$ cat src/hw/power_ctl_pkg.sv
// constants shared by the line activity power controller, its assertions and its bench
// assumes a single 250 MHz bus clock and 32-bit AHB-Lite register access
package power_ctl_pkg;

  localparam int CLK_PERIOD_NS = 4;
  localparam int NUM_DRV = 5;
  localparam int NUM_RCV = 3;

  // times as printed, then cycle counts (least times round up)
  localparam longint IDLE_TIME_S = 30;
  localparam longint NS_PER_S = 64'd1000000000;
  localparam longint WAKE_TIME_NS = 25000;
  localparam logic [63:0] IDLE_CYC_DEF = 64'((IDLE_TIME_S * NS_PER_S + CLK_PERIOD_NS - 1) / CLK_PERIOD_NS);
  localparam logic [63:0] WAKE_CYC_DEF = 64'((WAKE_TIME_NS + CLK_PERIOD_NS - 1) / CLK_PERIOD_NS);
  localparam int IDLE_W = 33;
  localparam int WAKE_W = 13;

  // register byte addresses
  localparam logic [7:0] ADDR_CTRL = 8'h00;
  localparam logic [7:0] ADDR_STATUS = 8'h04;
  localparam logic [7:0] ADDR_IRQ_STATUS = 8'h08;
  localparam logic [7:0] ADDR_IRQ_MASK = 8'h0C;

  // control register fields
  localparam int CTRL_RESTART_BIT = 0;

  // status register fields
  localparam int ST_STATE_LSB = 0;
  localparam int ST_PRESENT_BIT = 2;
  localparam int ST_PUMP_BIT = 3;
  localparam int ST_DRV_BIT = 4;
  localparam int ST_RAIL_BIT = 5;

  // interrupt events
  localparam int IRQ_W = 3;
  localparam int IRQ_SLEEP_BIT = 0;
  localparam int IRQ_WAKE_BIT = 1;
  localparam int IRQ_PRESENT_BIT = 2;
  localparam logic [IRQ_W-1:0] IRQ_MASK_RST = 3'h0;

  localparam logic [1:0] HTRANS_NONSEQ = 2'h2;

  // gray coded along sleep -> waking -> active -> forced off -> sleep
  typedef enum logic [1:0] {
    ST_SLEEP = 2'h0,
    ST_WAKING = 2'h1,
    ST_ACTIVE = 2'h3,
    ST_FORCED_OFF = 2'h2
  } power_state_t;

endpackage : power_ctl_pkg
$ cat src/hw/edge_if.sv
// synchronised level and edge summary handed from an edge monitor to the controller
// assumes both ends share hclk
`timescale 1ns/100ps
interface edge_if #(
  parameter int W = 1
);
  logic [W-1:0] level;
  logic any_edge;
  modport src (output level, output any_edge);
  modport mon (input level, input any_edge);
endinterface : edge_if

$ cat src/hw/edge_watch.sv
// two-flop synchroniser and transition detector for a group of pins
// assumes pins are asynchronous to hclk; clock enable freezes every flop
`timescale 1ns/100ps
module edge_watch #(
  parameter int W = 1
) (
  input wire logic hclk,
  input wire logic hresetn,
  input wire logic ce,
  input wire logic [W-1:0] raw,
  edge_if.src o
);
  logic [W-1:0] meta_r;
  logic [W-1:0] sync_r;
  logic [W-1:0] last_r;
  logic any_edge_r;

  // first stage feeds only the second stage
  always_ff @(posedge hclk or negedge hresetn) begin
    if (!hresetn) begin
      meta_r <= '0;
      sync_r <= '0;
    end else if (ce) begin
      meta_r <= raw;
      sync_r <= meta_r;
    end
  end

  always_ff @(posedge hclk or negedge hresetn) begin
    if (!hresetn) begin
      last_r <= '0;
      any_edge_r <= 1'b0;
    end else if (ce) begin
      last_r <= sync_r;
      any_edge_r <= |(last_r ^ sync_r);
    end
  end

  assign o.level = last_r;
  assign o.any_edge = any_edge_r;
endmodule : edge_watch

$ cat src/hw/line_activity_power_control.sv
// power mode controller: idle shutdown, forced modes, line signal detector, AHB-Lite registers
// assumes pin inputs are asynchronous; rail_ok_raw comes from a comparator on the negative pump rail
`timescale 1ns/100ps
// How it works
// RULE_01: idle shutdown runs only with force_sleep_n high and force_awake low.
// RULE_02: thirty idle seconds in automatic mode stops pumps and drivers.
// RULE_03: any receiver or driver edge during automatic shutdown wakes the part.
// RULE_04: line_signal_present is high when any receiver sees valid line levels.
// RULE_05: line_signal_present follows receivers only and stays valid in every mode.
// RULE_06: either force control overrides the automatic logic regardless of activity.
// RULE_07: with no force asserted, time since the last edge picks normal or standby.
// RULE_08: shutdown stops the charge pumps and floats every line driver.
// RULE_09: leaving shutdown takes about 25 us before normal operation.
// RULE_10: drivers enable only once the negative rail magnitude passes about 3 V.
// RULE_11: host may tie both force lines as one shutdown and watch the monitor output.
// RULE_12: force_sleep_n low floats drivers and receivers; only the ring monitor stays driven. Here line_signal_present also stays driven.
// RULE_13: automatic shutdown floats only the drivers; receiver outputs stay active.
// RULE_14: both force controls high keeps everything running, idle timer ignored.
// RULE_15: idle timer restarts on every edge and expires at the thirty second count.
module line_activity_power_control
  import power_ctl_pkg::*;
#(
  parameter logic [IDLE_W-1:0] IDLE_CYCLES = IDLE_CYC_DEF[IDLE_W-1:0],
  parameter logic [WAKE_W-1:0] WAKE_CYCLES = WAKE_CYC_DEF[WAKE_W-1:0]
) (
  input wire logic hclk,
  input wire logic hresetn,
  input wire logic ce,
  input wire logic hsel,
  input wire logic [31:0] haddr,
  input wire logic [1:0] htrans,
  input wire logic hwrite,
  input wire logic [2:0] hsize,
  input wire logic [31:0] hwdata,
  input wire logic hready,
  output logic [31:0] hrdata,
  output logic hreadyout,
  output logic hresp,
  input wire logic force_awake,
  input wire logic force_sleep_n,
  input wire logic rail_ok_raw,
  input wire logic [NUM_DRV-1:0] drv_in,
  input wire logic [NUM_RCV-1:0] rcv_in,
  input wire logic [NUM_RCV-1:0] rcv_valid_in,
  output logic [NUM_DRV-1:0] drv_out,
  output logic [NUM_DRV-1:0] drv_oe,
  output logic [NUM_RCV-1:0] rcv_out,
  output logic [NUM_RCV-1:0] rcv_oe,
  output logic ring_monitor_output,
  output logic line_signal_present,
  output logic pump_en,
  output logic irq
);
  localparam int CTL_W = 3;

  edge_if #(.W(NUM_DRV)) drv_e ();
  edge_if #(.W(NUM_RCV)) rcv_e ();
  edge_if #(.W(NUM_RCV)) val_e ();
  edge_if #(.W(CTL_W)) ctl_e ();

  edge_watch #(.W(NUM_DRV)) u_drv (
    .hclk(hclk),
    .hresetn(hresetn),
    .ce(ce),
    .raw(drv_in),
    .o(drv_e)
  );
  edge_watch #(.W(NUM_RCV)) u_rcv (
    .hclk(hclk),
    .hresetn(hresetn),
    .ce(ce),
    .raw(rcv_in),
    .o(rcv_e)
  );
  edge_watch #(.W(NUM_RCV)) u_val (
    .hclk(hclk),
    .hresetn(hresetn),
    .ce(ce),
    .raw(rcv_valid_in),
    .o(val_e)
  );
  edge_watch #(.W(CTL_W)) u_ctl (
    .hclk(hclk),
    .hresetn(hresetn),
    .ce(ce),
    .raw({rail_ok_raw, force_sleep_n, force_awake}),
    .o(ctl_e)
  );

  logic awake_s;
  logic sleep_n_s;
  logic rail_ok_s;
  logic forced_off;
  logic forced_on;
  logic auto_mode;
  logic activity;
  logic present_now;
  assign awake_s = ctl_e.level[0];
  assign sleep_n_s = ctl_e.level[1];
  assign rail_ok_s = ctl_e.level[2];
  assign forced_off = !sleep_n_s; // [RULE_06] [RULE_12]
  assign forced_on = sleep_n_s && awake_s; // [RULE_06] [RULE_14]
  assign auto_mode = sleep_n_s && !awake_s; // [RULE_01]
  assign activity = drv_e.any_edge || rcv_e.any_edge; // [RULE_03] [RULE_15]
  assign present_now = |val_e.level; // [RULE_04] [RULE_05]

  // bus address phase capture
  logic wr_pend_r;
  logic [7:0] wr_addr_r;
  logic rd_sel;
  logic wr_sel;
  assign rd_sel = hsel && hready && (htrans == HTRANS_NONSEQ) && !hwrite;
  assign wr_sel = hsel && hready && (htrans == HTRANS_NONSEQ) && hwrite;

  always_ff @(posedge hclk or negedge hresetn) begin
    if (!hresetn) begin
      wr_pend_r <= 1'b0;
      wr_addr_r <= 8'h00;
    end else if (ce) begin
      wr_pend_r <= wr_sel;
      wr_addr_r <= haddr[7:0];
    end
  end

  logic restart_wr;
  logic irq_clr_wr;
  logic mask_wr;
  assign restart_wr = wr_pend_r && (wr_addr_r == ADDR_CTRL) && hwdata[CTRL_RESTART_BIT];
  assign irq_clr_wr = wr_pend_r && (wr_addr_r == ADDR_IRQ_STATUS);
  assign mask_wr = wr_pend_r && (wr_addr_r == ADDR_IRQ_MASK);

  // idle timer and power state
  power_state_t state_r;
  power_state_t state_nxt;
  logic [IDLE_W-1:0] idle_cnt_r;
  logic [WAKE_W-1:0] wake_cnt_r;
  logic idle_expired;
  logic wake_done;
  assign idle_expired = (idle_cnt_r >= IDLE_CYCLES - 1'b1); // [RULE_15] [RULE_02]
  assign wake_done = (wake_cnt_r >= WAKE_CYCLES - 1'b1); // [RULE_09]

  always_comb begin
    state_nxt = state_r;
    case (state_r)
      ST_ACTIVE: begin
        if (forced_off) begin
          state_nxt = ST_FORCED_OFF; // [RULE_06]
        end else if (auto_mode && idle_expired && !activity) begin
          state_nxt = ST_SLEEP; // [RULE_02] [RULE_07]
        end
      end
      ST_SLEEP: begin
        if (forced_off) begin
          state_nxt = ST_FORCED_OFF;
        end else if (forced_on || activity || restart_wr) begin
          state_nxt = ST_WAKING; // [RULE_03] [RULE_14]
        end
      end
      ST_WAKING: begin
        if (forced_off) begin
          state_nxt = ST_FORCED_OFF;
        end else if (wake_done && rail_ok_s) begin
          state_nxt = ST_ACTIVE; // [RULE_09] [RULE_10]
        end
      end
      ST_FORCED_OFF: begin
        // leaving forced off always powers up; the idle timer starts afresh
        if (!forced_off) begin
          state_nxt = ST_WAKING;
        end
      end
      default: begin
        state_nxt = ST_FORCED_OFF;
      end
    endcase
  end

  always_ff @(posedge hclk or negedge hresetn) begin
    if (!hresetn) begin
      state_r <= ST_FORCED_OFF;
    end else if (ce) begin
      state_r <= state_nxt;
    end
  end

  // timer holds at zero outside automatic mode so forcing on never expires it
  always_ff @(posedge hclk or negedge hresetn) begin
    if (!hresetn) begin
      idle_cnt_r <= '0;
    end else if (ce) begin
      if (activity || restart_wr || !auto_mode || state_r != ST_ACTIVE) begin
        idle_cnt_r <= '0; // [RULE_15] [RULE_14]
      end else if (!idle_expired) begin
        idle_cnt_r <= idle_cnt_r + 1'b1; // [RULE_07]
      end
    end
  end

  always_ff @(posedge hclk or negedge hresetn) begin
    if (!hresetn) begin
      wake_cnt_r <= '0;
    end else if (ce) begin
      if (state_r != ST_WAKING) begin
        wake_cnt_r <= '0;
      end else if (!wake_done) begin
        wake_cnt_r <= wake_cnt_r + 1'b1; // [RULE_09]
      end
    end
  end

  // line side outputs, registered from the next state so they change with it
  logic pump_nxt;
  logic drv_on_nxt;
  logic rcv_on_nxt;
  assign pump_nxt = (state_nxt != ST_SLEEP) && (state_nxt != ST_FORCED_OFF); // [RULE_08]
  assign drv_on_nxt = (state_nxt == ST_ACTIVE) && rail_ok_s; // [RULE_08] [RULE_10] [RULE_13]
  assign rcv_on_nxt = (state_nxt != ST_FORCED_OFF); // [RULE_12] [RULE_13]

  always_ff @(posedge hclk or negedge hresetn) begin
    if (!hresetn) begin
      pump_en <= 1'b0;
      drv_oe <= '0;
      rcv_oe <= '0;
    end else if (ce) begin
      pump_en <= pump_nxt;
      drv_oe <= {NUM_DRV{drv_on_nxt}};
      rcv_oe <= {NUM_RCV{rcv_on_nxt}};
    end
  end

  // translators invert; the monitor copy is non-inverting and never floats
  always_ff @(posedge hclk or negedge hresetn) begin
    if (!hresetn) begin
      drv_out <= '0;
      rcv_out <= '0;
      ring_monitor_output <= 1'b0;
      line_signal_present <= 1'b0;
    end else if (ce) begin
      drv_out <= ~drv_e.level;
      rcv_out <= ~rcv_e.level;
      ring_monitor_output <= rcv_e.level[0]; // [RULE_12] [RULE_11]
      line_signal_present <= present_now; // [RULE_04] [RULE_05]
    end
  end

  // interrupt events, set wins over write-one-to-clear
  logic [IRQ_W-1:0] irq_set;
  logic [IRQ_W-1:0] irq_status_r;
  logic [IRQ_W-1:0] irq_mask_r;
  logic [IRQ_W-1:0] irq_clr;
  always_comb begin
    irq_set = '0;
    irq_set[IRQ_SLEEP_BIT] = (state_r == ST_ACTIVE) && (state_nxt == ST_SLEEP);
    irq_set[IRQ_WAKE_BIT] = (state_r == ST_WAKING) && (state_nxt == ST_ACTIVE);
    irq_set[IRQ_PRESENT_BIT] = (present_now != line_signal_present);
  end
  assign irq_clr = irq_clr_wr ? hwdata[IRQ_W-1:0] : '0;

  always_ff @(posedge hclk or negedge hresetn) begin
    if (!hresetn) begin
      irq_status_r <= '0;
    end else if (ce) begin
      irq_status_r <= (irq_status_r & ~irq_clr) | irq_set;
    end
  end

  always_ff @(posedge hclk or negedge hresetn) begin
    if (!hresetn) begin
      irq_mask_r <= IRQ_MASK_RST;
    end else if (ce && mask_wr) begin
      irq_mask_r <= hwdata[IRQ_W-1:0];
    end
  end

  always_ff @(posedge hclk or negedge hresetn) begin
    if (!hresetn) begin
      irq <= 1'b0;
    end else if (ce) begin
      irq <= |(((irq_status_r & ~irq_clr) | irq_set) & irq_mask_r);
    end
  end

  // read data is prepared at the address phase, so the bus never waits
  logic [31:0] rd_val;
  always_comb begin
    rd_val = '0;
    case (haddr[7:0])
      ADDR_STATUS: begin
        rd_val[ST_STATE_LSB +: 2] = state_r;
        rd_val[ST_PRESENT_BIT] = line_signal_present;
        rd_val[ST_PUMP_BIT] = pump_en;
        rd_val[ST_DRV_BIT] = drv_oe[0];
        rd_val[ST_RAIL_BIT] = rail_ok_s;
      end
      ADDR_IRQ_STATUS: begin
        rd_val[IRQ_W-1:0] = irq_status_r;
      end
      ADDR_IRQ_MASK: begin
        rd_val[IRQ_W-1:0] = irq_mask_r;
      end
      default: begin
        rd_val = '0;
      end
    endcase
  end

  always_ff @(posedge hclk or negedge hresetn) begin
    if (!hresetn) begin
      hrdata <= '0;
    end else if (ce && rd_sel) begin
      hrdata <= rd_val;
    end
  end

  assign hreadyout = 1'b1;
  assign hresp = 1'b0;

endmodule : line_activity_power_control

$ cat config.mk
export PLATFORM = sky130hd
export DESIGN_NAME = line_activity_power_control
export DESIGN_NICKNAME = d
export VERILOG_FILES = /design/src/hw/power_ctl_pkg.sv /design/src/hw/edge_if.sv /design/src/hw/edge_watch.sv /design/src/hw/line_activity_power_control.sv
export SDC_FILE = /design/constraint.sdc
export NUM_CORES = 1
export LEC_CHECK = 0
export ABC_AREA = 0
export ABC_CLOCK_PERIOD_IN_PS = 6490
export BUFFER_PORTS_ARGS = -buffer_cell sky130_fd_sc_hd__buf_2
export CAP_MARGIN = 30
export CORE_MARGIN = 2
export CORE_UTILIZATION = 54
export DETAILED_ROUTE_END_ITERATION = 16
export PLACE_DENSITY_LB_ADDON = 0.15
export SKIP_LAST_GASP = 1
export SYNTH_ARGS = -nofsm -noshare
export SYNTH_HDL_FRONTEND = slang
export SYNTH_SLANG_ARGS = --single-unit
$ cat constraint.sdc
create_clock -name hclk -period 6.49 [get_ports hclk]
set_input_delay 0.649 -clock hclk [delete_from_list [all_inputs] [get_ports hclk]]
set_output_delay 0.649 -clock hclk [all_outputs]
set_load 0.01 [all_outputs]
==> out/results.ini <==
[status]
status = complete, no violations

[clock_tree]
clock_latency_ns = 0.42
cts_buffers = 17
cts_setup_buffers = 0
cts_resized = 0
clkSinkCount = 126
cts-htree-levels = 4
cts_root_buffer = clkbuf_16
clkTransAtPathRegs_ns = 0.06
cts_tree = built
cts_buffer_depth = 2
holdBufCountCts = 0

[placement]
placedInstanceArea_um2 = 6450
globalplace.congestion = 0.808
dp_slack_ns = 3.60
hpwl_um = 8120
dp_cells = 752
numPortBuffers = 58

[detailed_routing]
initialDrtViolationCount = 284
avgViaCountPerCell = 5.62
vias = 4413
wl_per_cell_um = 15.9
drc_errors = 0
drtPass1Iterations = 4
ant_nets = 0
drt-total-wl_um = 12400

[sta]
min_period_ns = 2.57
fin_tns_setup_ns = 0
layout_setup_ws_ns = 3.92
rsz0062_at_grt = no
tightest_slew_ns = 0.971
max_freq_mhz = 389
finClkSkew_ns = 0.00728
finalMaxSlewViolations = 0
relSlewSlack_pct = 34.8
period_share_pct = 39.6
hold_viol = 0
finalSetupViolCount = 0
whs_ns = 0.371

[power]
power_switching_share_pct = 24.8
power_density_nw_per_um2 = 295
switchingPower_mw = 0.517
peakVddDrop_mv = 0.214
p_leak_nw = 3.17
share_seq_of_total_power_pct = 43.9
p_int_mw = 1.57
combinationalPowerShare_pct = 9.5
power.share.clock_pct = 46.5
finalPower_mw = 2.08

[cells_and_area]
layout.cells.non_filler = 785
multi_input_area_um2 = 2720
final_area_um2 = 7080
fillers = 912
regArea_um2 = 3150
drive_gt1_share_pct = 24.6
antenna_cells = 0
post-route-util_pct = 62.5
area_delta_synth_final_pct = 13.5
nets = 721

[setup_path]
critPathMaxFanout = 12
cp-end-kind = flop
arrival_ns = 2.91
r2r_cells = 8
r2r-end = idle_cnt_r[22]
start_kind = flop
worstSetupPathType = reg2reg
r2r-start = idle_cnt_r[0]
rrSetupSlack_ns = 3.92
critPathRequiredTime_ns = 6.83

[floorplanning]
die_h_um = 111
fp.dieArea_um2 = 12400
fp.dieW_um = 111
ioPinCount = 143
coreArea_um2 = 11300
start_util_pct = 55.1
placementRows = 39

[yosys]
synth_edf_count = 0
async_flop_share_pct = 100
ys_warn_count = 0
post_synth.cell_area_avg_um2 = 10.7
ys_seq_area_share_pct = 50.6
synth.mux.area_fraction_pct = 11.4
synth_area_um2 = 6240
ys_types = 60
synth_ff_type = dfrtp_1
synth-simple-area-share_pct = 16.1
synth_fa_ha_area_share_pct = 0.602
synthCells = 585
ys_seq_elements = 126
synth_xor_area_share_pct = 3.37
synth_top_family_by_area = simple AND/OR/NAND/NOR gates
synth-compound-area-share_pct = 10.5

[grt]
grt_pass1_wl_um = 21400
grt.total_usage_pct = 21.5
grt_max_degree = 72
grt-ovfl-total = 0
grt_pass1_vias = 4482
antenna_found_initial = 1

[run]
cap_viol_max_count = 0

[worst_hold_path]
min_path_type = in2async

==> layout by cell type (no fill, tap or decap), types with 4 or more instances in the layout <==
master / netlist / layout
a21oi_1: 22 / 22
clkbuf_16: 0 / 17
nand3_1: 19 / 19
nand2_1: 45 / 45
xnor2_1: 7 / 7
xor2_1: 17 / 17
or4_1: 13 / 13
o21ai_0: 24 / 23
o31ai_1: 7 / 7
buf_4: 37 / 6
or3_1: 15 / 15
inv_1: 20 / 20
a22o_1: 4 / 4
and2_1: 9 / 9
mux2i_1: 9 / 9
buf_2: 5 / 56
nor2_1: 30 / 30
and3_1: 12 / 12
mux2_2: 55 / 55
o211ai_1: 11 / 11
o2111ai_1: 4 / 4
nand4_1: 18 / 18
conb_1: 2 / 28
dfrtp_1: 125 / 125
==> power by group through the flow <==
stage          logic, mW  registers [mW]  clock network, mW
6_report           0.199           0.916              0.970
5_1_grt            0.223           0.925               1.03
4_1_cts            0.202           0.916              0.989
3_5_place_dp       0.200           0.927                  0
3_3_place_gp       0.194           0.923                  0
2_1_floorplan      0.147           0.915                  0
==> metal layers <==
| metal | part of all wire [%] | GRT usage, % | vias to the layer above |
|---|---|---|---|
| met4 | 1.4 | 7.82 | 2 |
| met1 | 44 | 27.0 | 2157 |
| met5 | 0.088 | 0 | - |
| met2 | 50 | 35.0 | 103 |
| met3 | 5.0 | 7.46 | 19 |
| li1 | - | - | 2132 |
==> sequential cells by signal (all words and copies together) (netlist names), 5 cells and up <==
| signal | cells |
|---|---|
| hrdata | 6 |
| wr_addr_r | 8 |
| drv_out | 5 |
| idle_cnt_r | 33 |
| u_drv.o.level | 5 |
| u_drv.sync_r | 5 |
| u_drv.meta_r | 5 |
| wake_cnt_r | 13 |
==> cells in the mapped netlist, drive strengths merged (2+ instances only) <==
cell type | instances | area, um2
a21oi | 22 | 110
a22o | 4 | 35.0
a22oi | 3 | 22.5
a31oi | 2 | 12.5
a41oi | 3 | 26.3
and2 | 9 | 56.3
and3 | 12 | 75.1
and4 | 4 | 37.5
buf | 49 | 329
clkbuf | 15 | 56.3
conb | 2 | 7.51
dfrtp | 125 | 3130
ha | 3 | 37.5
inv | 20 | 75.1
mux2 | 55 | 619
mux2i | 9 | 90.1
nand2 | 45 | 169
nand3 | 20 | 105
nand4 | 18 | 113
nand4b | 2 | 17.5
nor2 | 30 | 113
nor2b | 2 | 12.5
nor3 | 2 | 10.0
nor4 | 3 | 25.0
nor4b | 2 | 17.5
o2111ai | 4 | 35.0
o211ai | 11 | 82.6
o21ai | 26 | 130
o21bai | 2 | 26.3
o221a | 2 | 22.5
o221ai | 2 | 17.5
o31ai | 7 | 52.6
o41ai | 2 | 17.5
or3 | 15 | 93.8
or4 | 13 | 97.6
xnor2 | 7 | 61.3
xor2 | 17 | 149
==> worst max path at each step <==
stage          slack [ns]              to  cells after the start           from
2_1_floorplan        4.38  idle_cnt_r[31]                      8  idle_cnt_r[0]
3_3_place_gp         3.64       hrdata[4]                      5             ce
3_5_place_dp         3.60       hrdata[3]                      5             ce
4_1_cts              3.71  idle_cnt_r[20]                      6   wr_addr_r[5]
5_1_grt              3.64       drv_oe[0]                      8  idle_cnt_r[1]
6_report             3.92  idle_cnt_r[22]                      8  idle_cnt_r[0]
==> final cells by class <==
class	count	share of cell area, %
inverter	20	1.06
sequential	126	44.6
multi-input combinational	401	38.4
clock buffer	20	6.31
clock inverter	12	2.28
timing repair buffer	63	4.81
tap	143	2.53
==> cells by family after synthesis <==
| kind of cell | after synthesis |
|---|---|
| and+or+nand+nor | 184 |
| adders and majority gates | 3 |
| DFF | 126 |
| buffers and inverters | 84 |
| muxes | 64 |
| AOI/OAI and AO/OA | 98 |
| xor gates and xnor gates | 24 |
| other | 2 |
==> critical path, stage by stage (launching register included) <==
cell,delay (ns)
dfrtp_1,0.42
ha_1,0.22
and3_1,0.24
o2111ai_1,0.20
o221a_2,0.26
o21ai_1,0.24
buf_4,0.27
or4_1,0.50
a21oi_1,0.15
No activity file was read; power rests on OpenSTA's default activity.
